==> src/hw/uab_consts.svh <==
`ifndef UAB_CONSTS_SVH
`define UAB_CONSTS_SVH
`define UAB_ADDR_W 5
`define UAB_OFS_CTRL 5'h00
`define UAB_OFS_STAT 5'h04
`define UAB_OFS_DIV 5'h08
`define UAB_OFS_TXB 5'h0C
`define UAB_OFS_RXD 5'h10
`define UAB_CTRL_W 10
`define UAB_CTRL_RST 10'h000
`define UAB_C_ABD 0
`define UAB_C_WAKE 1
`define UAB_C_WIDE 3
`define UAB_C_SYNC 4
`define UAB_C_HS 5
`define UAB_C_NINE 6
`define UAB_C_TXEN 8
`define UAB_C_RXEN 9
`define UAB_S_DONE 0
`define UAB_S_TXBUSY 1
`define UAB_S_FERR 2
`define UAB_S_OVF 3
`define UAB_S_RX9 4
`define UAB_S_TXFULL 5
`define UAB_SYNC_BYTE 9'h055
`define UAB_ABD_EDGES 3'h5
`define UAB_DIV_MAX 16'hFFFF
`define UAB_CC_SLOW 12'hFFF
`define UAB_CC_MID 12'h3FF
`define UAB_CC_FAST 12'h0FF
`define UAB_TPB_SLOW 7'h40
`define UAB_TPB_MID 7'h10
`define UAB_TPB_FAST 7'h04
`define UAB_LAST8 4'h7
`define UAB_LAST9 4'h8
`define UAB_RESP_OKAY 2'h0
`define UAB_RESP_SLVERR 2'h2
`endif

==> src/hw/uab_pkg.sv <==
`include "uab_consts.svh"
`default_nettype none
package uab_pkg;
  typedef enum logic [2:0] {AB_IDLE, AB_BREAK, AB_START, AB_FIRST, AB_COUNT} uab_ab_state_t;
  typedef enum logic [1:0] {SR_IDLE, SR_START, SR_DATA, SR_STOP} uab_ser_state_t;

  function automatic logic uab_mapped(input logic [`UAB_ADDR_W-1:0] a);
    return (a == `UAB_OFS_CTRL) || (a == `UAB_OFS_STAT) || (a == `UAB_OFS_DIV) ||
           (a == `UAB_OFS_TXB) || (a == `UAB_OFS_RXD);
  endfunction : uab_mapped

  function automatic logic [31:0] uab_merge(input logic [31:0] o, input logic [31:0] n,
                                            input logic [3:0] s);
    logic [31:0] r;
    r = o;
    for (int i = 0; i < 4; i++) begin
      if (s[i]) r[8*i +: 8] = n[8*i +: 8];
    end
    return r;
  endfunction : uab_merge

  // Generator ticks per bit
  function automatic logic [6:0] uab_tpb(input logic hs, input logic wide);
    if (hs && wide) return `UAB_TPB_FAST;
    else if (hs || wide) return `UAB_TPB_MID;
    else return `UAB_TPB_SLOW;
  endfunction : uab_tpb

  // Measurement counter clock: counter clock divided by eight
  function automatic logic [11:0] uab_cc_limit(input logic hs, input logic wide);
    if (hs && wide) return `UAB_CC_FAST;
    else if (hs || wide) return `UAB_CC_MID;
    else return `UAB_CC_SLOW;
  endfunction : uab_cc_limit
endpackage : uab_pkg
`default_nettype wire

==> src/hw/uab_if.sv <==
`timescale 1ns/1ps
`default_nettype none
interface uab_if;
  logic serial_in_line;
  logic serial_out_line;
  modport device (input serial_in_line, output serial_out_line);
  modport remote (output serial_in_line, input serial_out_line);
endinterface : uab_if
`default_nettype wire

==> src/hw/uab_device.sv <==
// Operation
// [RULE1] Auto-baud only in async mode; with wake set it waits for a break first
// [RULE2] Start bit with enable set starts measurement
// [RULE3] Enable clears counter, then awaits start bit
// [RULE4] Remote sends 55h for measurement
// [RULE5] Count from first rising edge, eight bits
// [RULE6] Fifth rising edge clears enable, keeps value
// [RULE7] Counter wrap sets overflow; software may write
// [RULE8] Wrap does not end measurement
// [RULE9] Measurement clock is one eighth rate
// [RULE10] Counter clock 512, 128 or 32 divide
// [RULE11] Both divisor bytes count as 16 bits
// [RULE12] Software checks high byte zero for 8-bit
// [RULE13] Receiver held idle during measurement
// [RULE14] Fifth edge sets done; software reads, discards
// [RULE15] Wake plus enable measures byte after break
// [RULE16] No transmit during measurement
// [RULE17] Sync select clear gives async mode
// [RULE18] Frame: start, 8 or 9 bits, stop
// [RULE19] LSB first, shared format and rate
// [RULE20] Generator runs x4, x16 or x64 bit rate
// [RULE21] Divider is 8 or 16 bits; the code always uses all 16 bits of div_q, whatever the selects
// [RULE22] No hardware parity; ninth bit carries it
// [RULE23] Both selects set: rate Fosc/(4(n+1))
//
// Design decisions made here: the placing of the registers and the AXI4-Lite interface to the registers.
`timescale 1ns/1ps
`default_nettype none
`include "uab_consts.svh"
module uab_device (
  // Clock and reset
  input wire logic clock_in,
  input wire logic rst_in,
  // AXI4-Lite write
  input wire logic s_axi_awvalid_in,
  output logic s_axi_awready_out,
  input wire logic [`UAB_ADDR_W-1:0] s_axi_awaddr_in,
  input wire logic s_axi_wvalid_in,
  output logic s_axi_wready_out,
  input wire logic [31:0] s_axi_wdata_in,
  input wire logic [3:0] s_axi_wstrb_in,
  output logic s_axi_bvalid_out,
  input wire logic s_axi_bready_in,
  output logic [1:0] s_axi_bresp_out,
  // AXI4-Lite read
  input wire logic s_axi_arvalid_in,
  output logic s_axi_arready_out,
  input wire logic [`UAB_ADDR_W-1:0] s_axi_araddr_in,
  output logic s_axi_rvalid_out,
  input wire logic s_axi_rready_in,
  output logic [31:0] s_axi_rdata_out,
  output logic [1:0] s_axi_rresp_out,
  // Serial link
  uab_if.device link
);
  import uab_pkg::*;

  logic [`UAB_CTRL_W-1:0] ctrl_q;
  logic [15:0] div_q;
  logic ovf_q, done_q, ferr_q, rx9_q, txfull_q;
  logic [7:0] rxd_q;
  logic [8:0] txb_q;
  logic aw_q, w_q, bvalid_q, rvalid_q;
  logic [`UAB_ADDR_W-1:0] awa_q;
  logic [31:0] wd_q, rdata_q, rd_word;
  logic [3:0] ws_q;
  logic [1:0] bresp_q, rresp_q;
  logic wr_go, rd_go;
  logic [31:0] wm;
  logic line_q, ln, rise, fall;
  uab_ab_state_t ab_q;
  logic [2:0] ed_q;
  logic [11:0] cc_q;
  logic ab_act, ab_go, cc_tick, ab_end, hs, wide, nine, run;
  logic [15:0] brg_q;
  logic gen_tick;
  logic [6:0] tpb, rsub_q, tsub_q;
  logic [3:0] last, rbit_q, tbit_q;
  uab_ser_state_t rs_q, ts_q;
  logic [8:0] rsh_q, tsh_q;
  logic rx_run, tx_run, rx_fin, tx_load, tx_line_q;

  // Bus slave: one write and one read in flight
  assign s_axi_awready_out = !aw_q && !bvalid_q;
  assign s_axi_wready_out = !w_q && !bvalid_q;
  assign s_axi_arready_out = !rvalid_q;
  assign s_axi_bvalid_out = bvalid_q;
  assign s_axi_bresp_out = bresp_q;
  assign s_axi_rvalid_out = rvalid_q;
  assign s_axi_rdata_out = rdata_q;
  assign s_axi_rresp_out = rresp_q;
  assign wr_go = aw_q && w_q && !bvalid_q;
  assign rd_go = s_axi_arvalid_in && !rvalid_q;

  always_ff @(posedge clock_in or posedge rst_in) begin
    if (rst_in) begin
      aw_q <= 1'b0;
      w_q <= 1'b0;
      awa_q <= '0;
      wd_q <= '0;
      ws_q <= '0;
      bvalid_q <= 1'b0;
      bresp_q <= `UAB_RESP_OKAY;
    end else begin
      if (s_axi_awvalid_in && s_axi_awready_out) begin
        aw_q <= 1'b1;
        awa_q <= s_axi_awaddr_in;
      end
      if (s_axi_wvalid_in && s_axi_wready_out) begin
        w_q <= 1'b1;
        wd_q <= s_axi_wdata_in;
        ws_q <= s_axi_wstrb_in;
      end
      if (wr_go) begin
        aw_q <= 1'b0;
        w_q <= 1'b0;
        bvalid_q <= 1'b1;
        bresp_q <= uab_mapped(awa_q) ? `UAB_RESP_OKAY : `UAB_RESP_SLVERR;
      end else if (bvalid_q && s_axi_bready_in) begin
        bvalid_q <= 1'b0;
      end
    end
  end

  always_comb begin
    rd_word = '0;
    case (s_axi_araddr_in)
      `UAB_OFS_CTRL: rd_word[`UAB_CTRL_W-1:0] = ctrl_q;
      `UAB_OFS_STAT: begin
        rd_word[`UAB_S_DONE] = done_q;
        rd_word[`UAB_S_TXBUSY] = (ts_q != SR_IDLE) || txfull_q;
        rd_word[`UAB_S_FERR] = ferr_q;
        rd_word[`UAB_S_OVF] = ovf_q;
        rd_word[`UAB_S_RX9] = rx9_q;
        rd_word[`UAB_S_TXFULL] = txfull_q;
      end
      `UAB_OFS_DIV: rd_word[15:0] = div_q;
      `UAB_OFS_TXB: rd_word[8:0] = txb_q;
      `UAB_OFS_RXD: rd_word[7:0] = rxd_q;
      default: rd_word = '0;
    endcase
  end

  always_ff @(posedge clock_in or posedge rst_in) begin
    if (rst_in) begin
      rvalid_q <= 1'b0;
      rdata_q <= '0;
      rresp_q <= `UAB_RESP_OKAY;
    end else if (rd_go) begin
      rvalid_q <= 1'b1;
      rdata_q <= rd_word;
      rresp_q <= uab_mapped(s_axi_araddr_in) ? `UAB_RESP_OKAY : `UAB_RESP_SLVERR;
    end else if (rvalid_q && s_axi_rready_in) begin
      rvalid_q <= 1'b0;
    end
  end

  // Control register; hardware clears the enable at the fifth edge
  always_comb wm = uab_merge({{(32-`UAB_CTRL_W){1'b0}}, ctrl_q}, wd_q, ws_q);
  always_ff @(posedge clock_in or posedge rst_in) begin
    if (rst_in) begin
      ctrl_q <= `UAB_CTRL_RST;
    end else if (wr_go && awa_q == `UAB_OFS_CTRL) begin
      ctrl_q <= wm[`UAB_CTRL_W-1:0];
    end else if (ab_end) begin
      ctrl_q[`UAB_C_ABD] <= 1'b0; // RULE6
    end
  end

  assign hs = ctrl_q[`UAB_C_HS];
  assign wide = ctrl_q[`UAB_C_WIDE];
  assign nine = ctrl_q[`UAB_C_NINE];
  assign run = !ctrl_q[`UAB_C_SYNC]; // RULE17
  assign ab_act = ab_q != AB_IDLE;
  assign ab_go = ctrl_q[`UAB_C_ABD] && run; // RULE1
  assign tpb = uab_tpb(hs, wide); // RULE20
  assign last = nine ? `UAB_LAST9 : `UAB_LAST8; // RULE18

  // Line edges; the pin is already synchronous
  assign ln = link.serial_in_line;
  assign rise = !line_q && ln;
  assign fall = line_q && !ln;
  always_ff @(posedge clock_in or posedge rst_in) begin
    if (rst_in) line_q <= 1'b1;
    else line_q <= ln;
  end

  // Auto-baud measurement
  always_ff @(posedge clock_in or posedge rst_in) begin
    if (rst_in) begin
      ab_q <= AB_IDLE;
    end else if (ab_act && !ab_go) begin
      ab_q <= AB_IDLE;
    end else begin
      case (ab_q)
        AB_IDLE: if (ab_go) ab_q <= ctrl_q[`UAB_C_WAKE] ? AB_BREAK : AB_START; // RULE3 RULE15
        AB_BREAK: if (rise) ab_q <= AB_START; // RULE15
        AB_START: if (fall) ab_q <= AB_FIRST; // RULE2
        AB_FIRST: if (rise) ab_q <= AB_COUNT; // RULE5
        AB_COUNT: if (ab_end) ab_q <= AB_IDLE; // RULE8
        default: ab_q <= AB_IDLE;
      endcase
    end
  end

  assign ab_end = ab_q == AB_COUNT && rise && ed_q == `UAB_ABD_EDGES - 3'h1; // RULE6
  assign cc_tick = ab_q == AB_COUNT && cc_q == uab_cc_limit(hs, wide); // RULE9 RULE10

  always_ff @(posedge clock_in or posedge rst_in) begin
    if (rst_in) begin
      ed_q <= '0;
      cc_q <= '0;
    end else if (ab_q == AB_FIRST) begin
      ed_q <= 3'h1;
      cc_q <= '0;
    end else if (ab_q == AB_COUNT) begin
      if (rise) ed_q <= ed_q + 3'h1;
      cc_q <= cc_tick ? 12'h000 : cc_q + 12'h001;
    end
  end

  // Divisor pair, a full 16-bit counter while measuring
  always_ff @(posedge clock_in or posedge rst_in) begin
    if (rst_in) begin
      div_q <= '0;
    end else if (ab_q == AB_IDLE && ab_go) begin
      div_q <= '0; // RULE3
    end else if (cc_tick) begin
      div_q <= div_q + 16'h0001; // RULE11 RULE5
    end else if (!ab_act && wr_go && awa_q == `UAB_OFS_DIV) begin
      div_q <= wm[15:0]; // RULE21
    end
  end

  // Overflow: hardware set wins over a software clear
  always_ff @(posedge clock_in or posedge rst_in) begin
    if (rst_in) ovf_q <= 1'b0;
    else if (cc_tick && div_q == `UAB_DIV_MAX) ovf_q <= 1'b1; // RULE7
    else if (wr_go && awa_q == `UAB_OFS_STAT && ws_q[0]) ovf_q <= wd_q[`UAB_S_OVF]; // RULE7
  end

  // Done flag cleared by reading received data; set wins
  always_ff @(posedge clock_in or posedge rst_in) begin
    if (rst_in) done_q <= 1'b0;
    else if (ab_end || rx_fin) done_q <= 1'b1; // RULE14
    else if (rd_go && s_axi_araddr_in == `UAB_OFS_RXD) done_q <= 1'b0; // RULE14
  end

  // Bit-rate generator: ticks every n+1 clocks, tpb ticks per bit
  assign gen_tick = !ab_act && brg_q == 16'h0000;
  always_ff @(posedge clock_in or posedge rst_in) begin
    if (rst_in) brg_q <= '0;
    else if (ab_act || gen_tick) brg_q <= div_q; // RULE21 RULE23
    else brg_q <= brg_q - 16'h0001;
  end

  // Receiver, mid-bit sampling, LSB first
  assign rx_run = ctrl_q[`UAB_C_RXEN] && run && !ab_act; // RULE13
  assign rx_fin = rx_run && rs_q == SR_STOP && gen_tick && rsub_q == tpb - 7'h01;
  always_ff @(posedge clock_in or posedge rst_in) begin
    if (rst_in) begin
      rs_q <= SR_IDLE;
      rsub_q <= '0;
      rbit_q <= '0;
      rsh_q <= '0;
      rxd_q <= '0;
      rx9_q <= 1'b0;
      ferr_q <= 1'b0;
    end else if (!rx_run) begin
      rs_q <= SR_IDLE;
    end else begin
      case (rs_q)
        SR_IDLE: if (fall) begin
          rs_q <= SR_START;
          rsub_q <= '0;
        end
        SR_START: if (gen_tick) begin
          if (rsub_q == (tpb >> 1) - 7'h01) begin
            rsub_q <= '0;
            rbit_q <= '0;
            rs_q <= ln ? SR_IDLE : SR_DATA;
          end else rsub_q <= rsub_q + 7'h01;
        end
        SR_DATA: if (gen_tick) begin
          if (rsub_q == tpb - 7'h01) begin
            rsub_q <= '0;
            rsh_q <= {ln, rsh_q[8:1]}; // RULE19
            rbit_q <= rbit_q + 4'h1;
            if (rbit_q == last) rs_q <= SR_STOP;
          end else rsub_q <= rsub_q + 7'h01;
        end
        SR_STOP: if (gen_tick) begin
          if (rsub_q == tpb - 7'h01) begin
            rs_q <= SR_IDLE;
            rxd_q <= nine ? rsh_q[7:0] : rsh_q[8:1];
            rx9_q <= nine && rsh_q[8]; // RULE22
            ferr_q <= !ln;
          end else rsub_q <= rsub_q + 7'h01;
        end
        default: rs_q <= SR_IDLE;
      endcase
    end
  end

  // Transmit buffer; writes are dropped while auto-baud is enabled
  assign tx_run = ctrl_q[`UAB_C_TXEN] && run && !ab_act; // RULE16
  // Load on a generator tick, else the start bit comes out short
  assign tx_load = tx_run && ts_q == SR_IDLE && txfull_q && gen_tick;
  always_ff @(posedge clock_in or posedge rst_in) begin
    if (rst_in) begin
      txb_q <= '0;
      txfull_q <= 1'b0;
    end else if (wr_go && awa_q == `UAB_OFS_TXB && !ctrl_q[`UAB_C_ABD]) begin
      txb_q <= wd_q[8:0]; // RULE16
      txfull_q <= 1'b1;
    end else if (tx_load) begin
      txfull_q <= 1'b0;
    end
  end

  always_ff @(posedge clock_in or posedge rst_in) begin
    if (rst_in) begin
      ts_q <= SR_IDLE;
      tsub_q <= '0;
      tbit_q <= '0;
      tsh_q <= '0;
      tx_line_q <= 1'b1;
    end else if (!tx_run) begin
      ts_q <= SR_IDLE;
      tx_line_q <= 1'b1;
    end else begin
      case (ts_q)
        SR_IDLE: if (tx_load) begin
          ts_q <= SR_START;
          tsh_q <= txb_q;
          tsub_q <= '0;
          tx_line_q <= 1'b0; // RULE18
        end
        SR_START: if (gen_tick) begin
          if (tsub_q == tpb - 7'h01) begin
            tsub_q <= '0;
            tbit_q <= '0;
            tx_line_q <= tsh_q[0]; // RULE19
            ts_q <= SR_DATA;
          end else tsub_q <= tsub_q + 7'h01;
        end
        SR_DATA: if (gen_tick) begin
          if (tsub_q == tpb - 7'h01) begin
            tsub_q <= '0;
            tsh_q <= tsh_q >> 1;
            tbit_q <= tbit_q + 4'h1;
            if (tbit_q == last) begin
              ts_q <= SR_STOP;
              tx_line_q <= 1'b1;
            end else tx_line_q <= tsh_q[1];
          end else tsub_q <= tsub_q + 7'h01;
        end
        SR_STOP: if (gen_tick) begin
          if (tsub_q == tpb - 7'h01) ts_q <= SR_IDLE;
          else tsub_q <= tsub_q + 7'h01;
        end
        default: ts_q <= SR_IDLE;
      endcase
    end
  end

  assign link.serial_out_line = tx_line_q;
endmodule : uab_device
`default_nettype wire

==> src/flat_wrapper.sv <==
// flat-port wrapper written by rule: the top's interface ports become plain ports
module uab_device_flat import uab_pkg::*;
  (clock_in, rst_in, s_axi_awvalid_in, s_axi_awready_out, s_axi_awaddr_in, s_axi_wvalid_in, s_axi_wready_out, s_axi_wdata_in, s_axi_wstrb_in, s_axi_bvalid_out, s_axi_bready_in, s_axi_bresp_out, s_axi_arvalid_in, s_axi_arready_out, s_axi_araddr_in, s_axi_rvalid_out, s_axi_rready_in, s_axi_rdata_out, s_axi_rresp_out, link_serial_in_line, link_serial_out_line);
  uab_if link_i ();
  input wire logic clock_in;
  input wire logic rst_in;
  input wire logic s_axi_awvalid_in;
  output logic s_axi_awready_out;
  input wire logic [`UAB_ADDR_W-1:0] s_axi_awaddr_in;
  input wire logic s_axi_wvalid_in;
  output logic s_axi_wready_out;
  input wire logic [31:0] s_axi_wdata_in;
  input wire logic [3:0] s_axi_wstrb_in;
  output logic s_axi_bvalid_out;
  input wire logic s_axi_bready_in;
  output logic [1:0] s_axi_bresp_out;
  input wire logic s_axi_arvalid_in;
  output logic s_axi_arready_out;
  input wire logic [`UAB_ADDR_W-1:0] s_axi_araddr_in;
  output logic s_axi_rvalid_out;
  input wire logic s_axi_rready_in;
  output logic [31:0] s_axi_rdata_out;
  output logic [1:0] s_axi_rresp_out;
  input wire logic [$bits(link_i.serial_in_line)-1:0] link_serial_in_line;
  output wire logic [$bits(link_i.serial_out_line)-1:0] link_serial_out_line;
  assign link_i.serial_in_line = link_serial_in_line;
  assign link_serial_out_line = link_i.serial_out_line;
  uab_device u_core (.clock_in(clock_in), .rst_in(rst_in), .s_axi_awvalid_in(s_axi_awvalid_in), .s_axi_awready_out(s_axi_awready_out), .s_axi_awaddr_in(s_axi_awaddr_in), .s_axi_wvalid_in(s_axi_wvalid_in), .s_axi_wready_out(s_axi_wready_out), .s_axi_wdata_in(s_axi_wdata_in), .s_axi_wstrb_in(s_axi_wstrb_in), .s_axi_bvalid_out(s_axi_bvalid_out), .s_axi_bready_in(s_axi_bready_in), .s_axi_bresp_out(s_axi_bresp_out), .s_axi_arvalid_in(s_axi_arvalid_in), .s_axi_arready_out(s_axi_arready_out), .s_axi_araddr_in(s_axi_araddr_in), .s_axi_rvalid_out(s_axi_rvalid_out), .s_axi_rready_in(s_axi_rready_in), .s_axi_rdata_out(s_axi_rdata_out), .s_axi_rresp_out(s_axi_rresp_out), .link(link_i));
endmodule
==> config.mk <==
export PLATFORM = sky130hd
export DESIGN_NAME = uab_device_flat
export DESIGN_NICKNAME = d
export VERILOG_FILES = /design/src/hw/uab_pkg.sv /design/src/hw/uab_if.sv /design/src/hw/uab_device.sv /design/src/flat_wrapper.sv
export VERILOG_INCLUDE_DIRS = /design/src /design/src/hw
export SDC_FILE = /design/constraint.sdc
export NUM_CORES = 1
export LEC_CHECK = 0
export BUFFER_PORTS_ARGS = -buffer_cell sky130_fd_sc_hd__buf_2
export CAP_MARGIN = 10
export CORE_MARGIN = 5
export CORE_UTILIZATION = 46
export CTS_CLUSTER_DIAMETER = 200
export CTS_CLUSTER_SIZE = 8
export DETAILED_ROUTE_END_ITERATION = 10
export PLACE_DENSITY = 0.65
export SETUP_SLACK_MARGIN = 0.5
export SYNTH_ARGS = -nofsm -noshare
export SYNTH_HDL_FRONTEND = slang
export SYNTH_SLANG_ARGS = --single-unit
==> constraint.sdc <==
create_clock -name clock_in -period 8.08 [get_ports clock_in]
set_clock_uncertainty 0.15 [all_clocks]
set_input_delay 1.212 -clock clock_in [delete_from_list [all_inputs] [get_ports clock_in]]
set_output_delay 1.212 -clock clock_in [all_outputs]
set_load 0.01 [all_outputs]
==> results by stage, run 1 <==
Outcome:
- The run finished with clean final reports.

Floorplan:
- The floorplan has 52 rows.
- 96 I/O pins were placed.
- The initial utilization of the core area, before any placement, comes to 46.7%.
- The vertical extent of the die is 153 um.
- The region available for standard cell placement spans 20200 um^2.
- The full die area is 23500 um^2.
- The floorplan die width is 153 um.

Power and ir drop:
- Net switching is 36.5% of the power.
- The fraction of power consumed by the clock network is 29.7%.
- The proportion of power drawn by flip-flops and latches is 44.8%.
- The cell-internal power is 1.76 mW.
- VDD sags by at most 0.154 mV.
- Total power for the finished layout comes to 2.78 mW.
- The portion of total power attributed to combinational logic is 25.5%.
- The power per standard cell area is 264 nW/um^2.
- The net switching power of the design is 1.02 mW.
- The static power due to leakage is 4.63 nW.

Logic synthesis:
- Summing the areas of all compound-gate instances in the mapped netlist gives 14.7% of the synthesized area.
- The area share of the largest cell type after synthesis is 45.3%.
- The simple-gate portion of the synthesized area is 18.1%.
- The leading register cell type out of synthesis is sky130_fd_sc_hd__dfrtp_1.
- The number of warnings issued by yosys is 0.
- The post-synthesis adder-cell area fraction is 2.76%.
- Counting distinct cell types in the post-synthesis netlist gives 72.
- The share of the synthesized netlist area taken by xor and xnor gates is 2.41%.
- In this run the cell area of the synthesized design comes to 9440 um^2.
- The synthesis-stage register bit count is 173.
- After synthesis, the largest family of logic cells by area is simple AND/OR/NAND/NOR gates.
- The fraction of registers with async set or reset after synthesis is 100%.
- Counting every instance in the synthesized netlist gives 975.
- Summed over all instances, the cell type with the most area after synthesis is sky130_fd_sc_hd__dfrtp_1.
- Of the post-synthesis cell area, the part taken by muxes is 11.7%.
- The number of enable flip-flop cells after synthesis is 0.
- The portion of the post-synthesis area used by sequential elements is 45.9%.
- In this run the mean area of a mapped cell was 9.68 um^2.
- Ranked by total cell area, the synthesized netlist is headed by sky130_fd_sc_hd__dfrtp_1 45%, sky130_fd_sc_hd__mux2_2 6.0%, sky130_fd_sc_hd__mux2i_1 5.7%.

Final layout:
- The number of antenna diodes in the final layout is 0.
- The final layout contains 1088 nets.
- The proportion of layout cells with a drive suffix above 1 is 16.2%.
- The filler cells instantiated in the layout total 1850.
- The area of all sequential standard cells is 4330 um^2.
- In the layout the commonest cells are 171 x sky130_fd_sc_hd__dfrtp_1, 120 x sky130_fd_sc_hd__nand2_1, 63 x sky130_fd_sc_hd__nor2_1.
- From synthesis to final layout, the design area changed by 11.5%.
- The multi-input combinational cells in the finished layout cover a total of 4760 um^2.
- The library cell used most frequently in the layout, excluding fill and tap cells, is sky130_fd_sc_hd__dfrtp_1.

GRT:
- The all-layer global routing usage is 19.4%.
- The total overflow left after global routing is 0.
- Entering global routing, the biggest net connects 100 pins.
- The first global-routing pass estimated 37.4 mm of wire.
- The number of antenna violations at the first check in global routing is 0.
- The number of global-route vias before repair is 7160.

Route:
- In the routed design, unresolved DRC markers number 0.
- For this block, the initial DRC count from the detailed router was 569.
- The via count of the routed design is 7459.
- The detailed-route wire length is 22.7 mm.
- Dividing the detail-routed wire length by the instance count gives 17.5 um.
- Using the TritonRoute via totals, the vias-per-cell ratio works out to 5.75.
- The remaining antenna violation count is 0.
- The pre-antenna-repair detailed-routing pass consisted of 8 iterations.

Placement:
- Detailed placement finished with a half-perimeter wire length of 16.0 mm.
- The global placement routability congestion is 0.843.
- Port buffering added 59 buffers.

Critical path:
- The delay of the slowest cell on the worst path is 0.92 ns.
- The capturing point of the worst reg2reg path is u_core.div_q[13]$_DFFE_PP0P_.
- STA classifies the critical path endpoint as a register.
- The startpoint identified for the worst register-to-register timing path is u_core.ab_q[0]$_DFFE_PP0P_.
- Walking the worst path, the cells encountered are nor3b_1 > nand4_1 > a2111oi_0 > mux2_2 > a21oi_1.
- The required time of the critical path is 8.30 ns.
- The combined buffer and inverter count along the critical path is 0.
- Of all nets on the critical path, the largest fanout is 14.
- The critical path is of the register to register type.
- The startpoint type of the worst setup path is a register.
- The family with the most delay on the worst path is simple AND/OR/NAND/NOR gates.
- The slowest stage of the critical path is the sky130_fd_sc_hd__a2111oi_0 cell.
- The worst setup slack for register-to-register paths is 4.68 ns.
- Counting cells, the worst reg-to-reg path comes to 5.
- The worst path arrival time is 3.61 ns.

CTS:
- The number of instances resized during post-cts repair is 0.
- For this design, the CTS-stage hold fixing added 0 buffers.
- The clock edge transition at the registers on the reported setup and hold paths is 0.07 ns.
- Counting along the longest clock path gives a buffer depth of 2.
- The number of sinks driven by the clock tree is 173.
- The number of CTS-inserted buffers is 17.
- The clock reaches the later pin of the worst-skew pair after 0.44 ns.
- In this run the post-CTS setup repair buffer count came out at 0.
- TritonCTS built the clock tree.
- The level count of the clock H-tree is 4.
- The CTS root buffer is sky130_fd_sc_hd__clkbuf_16.

STA:
- The maximum clock frequency is 294 MHz.
- In the final timing run, aggregate negative setup slack is 0 ns.
- The share of the cycle needed by the critical path after routing is 42.0%.
- The final setup violation count is 0.
- The minimum period implied by the final worst setup slack is 3.40 ns.
- The hold violation count in the final report is 0.
- On the final layout, the worst hold slack is 0.319 ns.
- Setup repair after global routing left no endpoint under its margin.
- The number of max-slew violations in the final report is 0.
- The worst slew margin relative to its limit is 30.3%.
- For the pin with the worst max-slew slack, the measured transition is 1.04 ns.

Min path:
- The type of the worst min-delay path is register to register.
- The hold path endpoint is u_core.s_axi_rdata_out[14]$_DFFE_PP0P_.
- The worst hold path was traced through 2 stages.
- The startpoint identified for the worst hold timing path is u_core.s_axi_rdata_out[14]$_DFFE_PP0P_.

Run:
- The tool flagged a number of max-cap violations equal to 0.
==> logic make-up (layout without fill, tap and decap cells) <==
group,Yosys count,after routing
AND/OR/NAND/NOR,347,347
AO/OA/AOI/OAI,211,211
flip-flops,173,173
multiplexers,104,104
buffers and inverters,92,127
XOR/XNOR,26,26
adder cells (fa/ha/maj),21,21
other,1,18
==> flip-flops by register name (all words and copies together) (netlist names), 2 cells and up <==
name	flops
u_core.ab_q	3
u_core.awa_q	5
u_core.brg_q	16
u_core.cc_q	12
u_core.ctrl_q	10
u_core.div_q	16
u_core.ed_q	3
u_core.rbit_q	4
u_core.rs_q	2
u_core.rsh_q	9
u_core.rsub_q	7
u_core.rxd_q	8
u_core.s_axi_rdata_out	16
u_core.tbit_q	4
u_core.ts_q	2
u_core.tsh_q	9
u_core.tsub_q	7
u_core.txb_q	9
u_core.wd_q	16
u_core.ws_q	2
==> power by group through the flow <==
stage / logic (mW) / clock network (mW) / registers, mW
finish: 0.708 / 0.826 / 1.24
global route: 0.796 / 0.881 / 1.27
CTS: 0.694 / 0.844 / 1.24
detailed placement: 0.689 / 0 / 1.26
global placement: 0.675 / 0 / 1.25
floorplan: 0.601 / 0 / 1.14
==> through the flow <==
stage	std cells	worst slack (ns)	area, um^2	util, %
floorplan	992	2.03	9510	-
global placement	1264	4.73	9890	48.9
detailed placement	1264	4.75	9890	48.9
CTS	1296	4.73	10500	51.9
global route	1297	4.43	10500	52.0
finish	1297	4.68	10500	52.0
==> metal layers <==
metal / wire length [um] / part of all wire (%) / track usage [%] / vias up
met2: 10600 / 47 / 31.1 / 201
li1: - / - / - / 3585
met3: 1020 / 4.5 / 3.70 / 25
met4: 227 / 1.0 / 3.95 / 0
met1: 10800 / 48 / 27.8 / 3648
met5: 0 / 0 / 0 / -
==> layout make-up <==
type                    count  area share (%)
clock buffers              17            4.04
inverters                  29            1.08
repair buffers             66            3.49
clock inverters            15            1.77
multi-input cells         727            45.3
well taps                 270            3.21
flip-flops and latches    173            41.2
==> how the worst max path moves through the flow <==
stage                                    start                            to  slack [ns]  cells past startpoint
global placement    u_core.ab_q[0]$_DFFE_PP0P_  u_core.div_q[13]$_DFFE_PP0P_        4.73                      5
detailed placement  u_core.ab_q[0]$_DFFE_PP0P_  u_core.div_q[13]$_DFFE_PP0P_        4.75                      5
global route        u_core.ab_q[0]$_DFFE_PP0P_  u_core.div_q[14]$_DFFE_PP0P_        4.43                      5
finish              u_core.ab_q[0]$_DFFE_PP0P_  u_core.div_q[13]$_DFFE_PP0P_        4.68                      5
CTS                 u_core.ab_q[0]$_DFFE_PP0P_  u_core.div_q[13]$_DFFE_PP0P_        4.73                      5
floorplan                               rst_in    u_core.ab_q[0]$_DFFE_PP0P_        2.03                      1
==> Yosys cell counts (11+ instances only) <==
| cell | instances |
|---|---|
| sky130_fd_sc_hd__dfrtp_1 | 171 |
| sky130_fd_sc_hd__nand2_1 | 120 |
| sky130_fd_sc_hd__nor2_1 | 64 |
| sky130_fd_sc_hd__mux2i_1 | 54 |
| sky130_fd_sc_hd__o21ai_0 | 54 |
| sky130_fd_sc_hd__mux2_2 | 50 |
| sky130_fd_sc_hd__nand3_1 | 48 |
| sky130_fd_sc_hd__a21oi_1 | 47 |
| sky130_fd_sc_hd__clkbuf_1 | 36 |
| sky130_fd_sc_hd__inv_1 | 29 |
| sky130_fd_sc_hd__ha_1 | 20 |
| sky130_fd_sc_hd__buf_4 | 18 |
| sky130_fd_sc_hd__o22ai_1 | 17 |
| sky130_fd_sc_hd__or3_1 | 15 |
| sky130_fd_sc_hd__nand4_1 | 14 |
| sky130_fd_sc_hd__xor2_1 | 14 |
| sky130_fd_sc_hd__a21o_1 | 12 |
| sky130_fd_sc_hd__nor3_1 | 12 |
| sky130_fd_sc_hd__xnor2_1 | 12 |
| sky130_fd_sc_hd__and3_1 | 11 |
==> tightest hold or removal path, stage by stage, from the launching register on <==
cell and delay (ns):
sky130_fd_sc_hd__dfrtp_1 0.34, sky130_fd_sc_hd__nand2_1 0.05, sky130_fd_sc_hd__nand2_1 0.05
Power figures use the tool's default switching activity.
==> run 2, diff against run 1 <==
Clock period 8.08 ns to 3.4 ns, I/O delays scaled along.
==> run 2 against run 1 <==
  * Global-route usage shrank 0.10 points
  * Via count shrank 0.16%
  * Sequential power grew 140%
  * Die area is the same
  * Utilization grew 1.0 points
  * Routed wire length shrank 0.58%
  * Sequential cell count is the same
  * Non-clock buffer count grew 21
  * Worst setup slack lost 4.1 ns
  * Cell count grew 1.6%
  * Count of clock-buffer cells in the layout is the same
  * Largest power group unchanged
==> results by stage, run 2 (synthesis gave the netlist of run 1 again) <==
Power and ir drop:
- Power spread over the standard cell area amounts to 622 nW/um^2.
- In this run switching power makes up 36.8% of total power.
- Sequential cells burn 44.0% of the power.
- The analysis attributes to net switching a power of 2.46 mW.
- The internal power of the cells totals 4.22 mW.
- Across the VDD grid, the largest voltage drop is 0.520 mV.
- Combinational cells account for 26.2% of the total power.
- The fraction of power consumed by the clock network is 29.8%.
- The static power due to leakage is 4.74 nW.

Route:
- The first detailed-routing pass took 5 iterations.
- The detailed-route wire length is 22.6 mm.
- The highest layer touched by signal routing is met4.
- Using the TritonRoute via totals, the vias-per-cell ratio works out to 5.65.
- The met2 wire length is 10.2 mm.
- After detailed routing, the average wire length per cell comes to 17.1 um.
- Once detail routing completed, the nets flagged for antenna violations numbered 0.
- The via count of the routed design is 7447.
- The length of routed wiring on met1 is 10.7 mm.
- After the first detailed-routing iteration, the DRC count stood at 508.
- The DRC violation count after routing is 0.
- In the detailed route, the total length drawn on met3 is 1.14 mm.

Critical path:
- For the worst setup path, the data required time is 3.58 ns.
- At the worst endpoint, the arrival time is 3.00 ns.
- For this run, the slowest stage of the critical path takes 0.57 ns.
- The worst setup path is captured at a register.
- Walking the worst path, the cells encountered are or4_4 > or4_4 > or4_4 > or4_1 > xor2_1 > a21oi_2.
- The startpoint type of the worst setup path is a register.
- The family with the most delay on the worst path is simple AND/OR/NAND/NOR gates.
- The combined buffer and inverter count along the critical path is 0.
- The master of the slowest instance on the critical path is sky130_fd_sc_hd__or4_4.
- Along the worst path, the maximum fanout reaches 4.
- The critical path in this run is classified as register to register.
- The cell that appears most often on the critical path is sky130_fd_sc_hd__or4_4.

Floorplan:
- The full die area is 23500 um^2.
- The die is 153 um tall.
- 96 I/O pins were placed.
- The floorplan has 52 rows.
- The region available for standard cell placement spans 20200 um^2.
- Measured along the x axis, the die boundary spans 153 um.
- The initial cell density of the core is 46.7%.

CTS:
- The clock latency at the later pin of the worst-skew pair is 0.45 ns.
- TritonCTS built the clock tree.
- The level count of the clock H-tree is 4.
- The clock passes through at most 2 buffers.
- Clock tree synthesis inserted a total of 17 buffers.
- The clock edge transition at the registers on the reported setup and hold paths is 0.08 ns.
- The tree built by TritonCTS fans out to 173 sinks.
- The root buffer cell chosen for the clock tree is sky130_fd_sc_hd__clkbuf_16.

STA:
- Setup slack on the critical path of the routed design comes to 0.576 ns.
- Setup violations remaining at the end of the flow were counted as 0.
- Setup repair after global routing left no endpoint under its margin.
- The maximum clock frequency is 354 MHz.
- The number of max-slew violations in the final report is 0.
- For the finished layout, the period the worst path requires is 2.82 ns.
- The worst slew margin relative to its limit is 50.3%.
- For the final routed database, the setup TNS stands at 0 ns.
- At the pin with the least slew margin, the transition time is 0.742 ns.
- The hold violation count in the final report is 0.
- The worst path uses 83.0% of the clock period.

Outcome:
- The run finished with clean final reports.

Run:
- Max-cap violations in this run came to 0.

Final layout:
- At the end of the flow, the number of nets in the layout was 1109.
- The proportion of layout cells with a drive suffix above 1 is 18.8%.
- Compared with the post-synthesis result, the final layout area differs by 13.7%.
- The number of antenna diodes in the final layout is 0.
- The most common library cell in the layout ignoring fill and taps is sky130_fd_sc_hd__dfrtp_1.
- In the layout the commonest cells are 169 x sky130_fd_sc_hd__dfrtp_1, 120 x sky130_fd_sc_hd__nand2_1, 62 x sky130_fd_sc_hd__nor2_1.

GRT:
- Global routing finished with a remaining overflow of 0.
- The number of global-route vias before repair is 7013.
- The wire length of the first global-routing pass is 37.0 mm.
- The all-layer global routing usage is 19.3%.
- Entering global routing, the biggest net connects 64 pins.
- The number of antenna violations at the first check in global routing was 0.

Min path:
- The type of the worst min-delay path is input pin to register.

Placement:
- The count of input and output buffers is 59.
- The global placement routability congestion is 0.845.
- The sum of net half-perimeters after detailed placement is 16.3 mm.
- Timing analysis after detailed placement gives a worst setup slack of 0.435 ns.
-- run 2: changes by cell type in the layout (fill, tap and decap cells not counted), sizes merged --
cell,before,now
buf,66,86
dlygate4sd3,0,1
-- run 2: what timing repair did --
item,in CTS,in global routing
setup buffers,0,2
cloned,0,0
pin swaps,0,2
setup endpoints to repair,10,39
endpoints found under the hold margin,18,0
hold buffers,1,0
gates resized for setup,2,11
-- run 2: power groups by stage --
| stage | sequential (mW) | clock [mW] | combinational (mW) |
|---|---|---|---|
| after floorplan | 2.71 | 0 | 1.43 |
| after global placement | 2.94 | 0 | 1.68 |
| after detailed placement | 2.96 | 0 | 1.72 |
| after CTS | 2.92 | 2.04 | 1.73 |
| after global routing | 3.00 | 2.12 | 1.95 |
| final | 2.94 | 1.99 | 1.75 |
-- run 2: layer usage --
layer	track usage, %	vias to the layer above
li1	-	3626
met3	3.99	36
met2	29.7	185
met1	27.7	3600
met5	0	-
met4	5.85	0
-- run 2: through the flow --
stage	utilization (%)	hold slack (ns)	power, mW	cells	area (um^2)
global route	53.0	0.0752	7.08	1318	10700
detailed placement	49.7	0.308	4.68	1283	10100
global placement	49.7	0.300	4.62	1283	10100
CTS	52.8	0.0589	6.69	1316	10700
finish	53.0	0.0733	6.68	1318	10700
floorplan	-	0.300	4.14	992	9510
-- run 2: path summary, 6_finish.rpt --
check / startpoint / to / slack [ns] / cells after the start
max: u_core.brg_q[2]$_DFF_PP0_ / u_core.brg_q[15]$_DFF_PP0_ / 0.58 / 6
min: s_axi_bready_in / u_core.s_axi_bvalid_out$_DFFE_PP0P_ / 0.07 / 2
max reg2reg: u_core.brg_q[2]$_DFF_PP0_ / u_core.brg_q[15]$_DFF_PP0_ / 0.58 / 6
min reg2reg: u_core.s_axi_rdata_out[15]$_DFFE_PP0P_ / u_core.s_axi_rdata_out[15]$_DFFE_PP0P_ / 0.32 / 2
max in group asynchronous: rst_in / u_core.ctrl_q[5]$_DFFE_PP0P_ / 1.86 / 4
min in group asynchronous: rst_in / u_core.cc_q[8]$_DFFE_PP0P_ / 0.51 / 3
-- run 2: cell type report --
| type | count | area, um^2 |
|---|---|---|
| clock inverters | 15 | 185 |
| inverters | 29 | 113 |
| multi-input cells | 727 | 4810 |
| well taps | 270 | 338 |
| clock buffers | 17 | 425 |
| fillers | 1868 | 9500 |
| flip-flops and latches | 173 | 4330 |
| repair buffers | 87 | 533 |
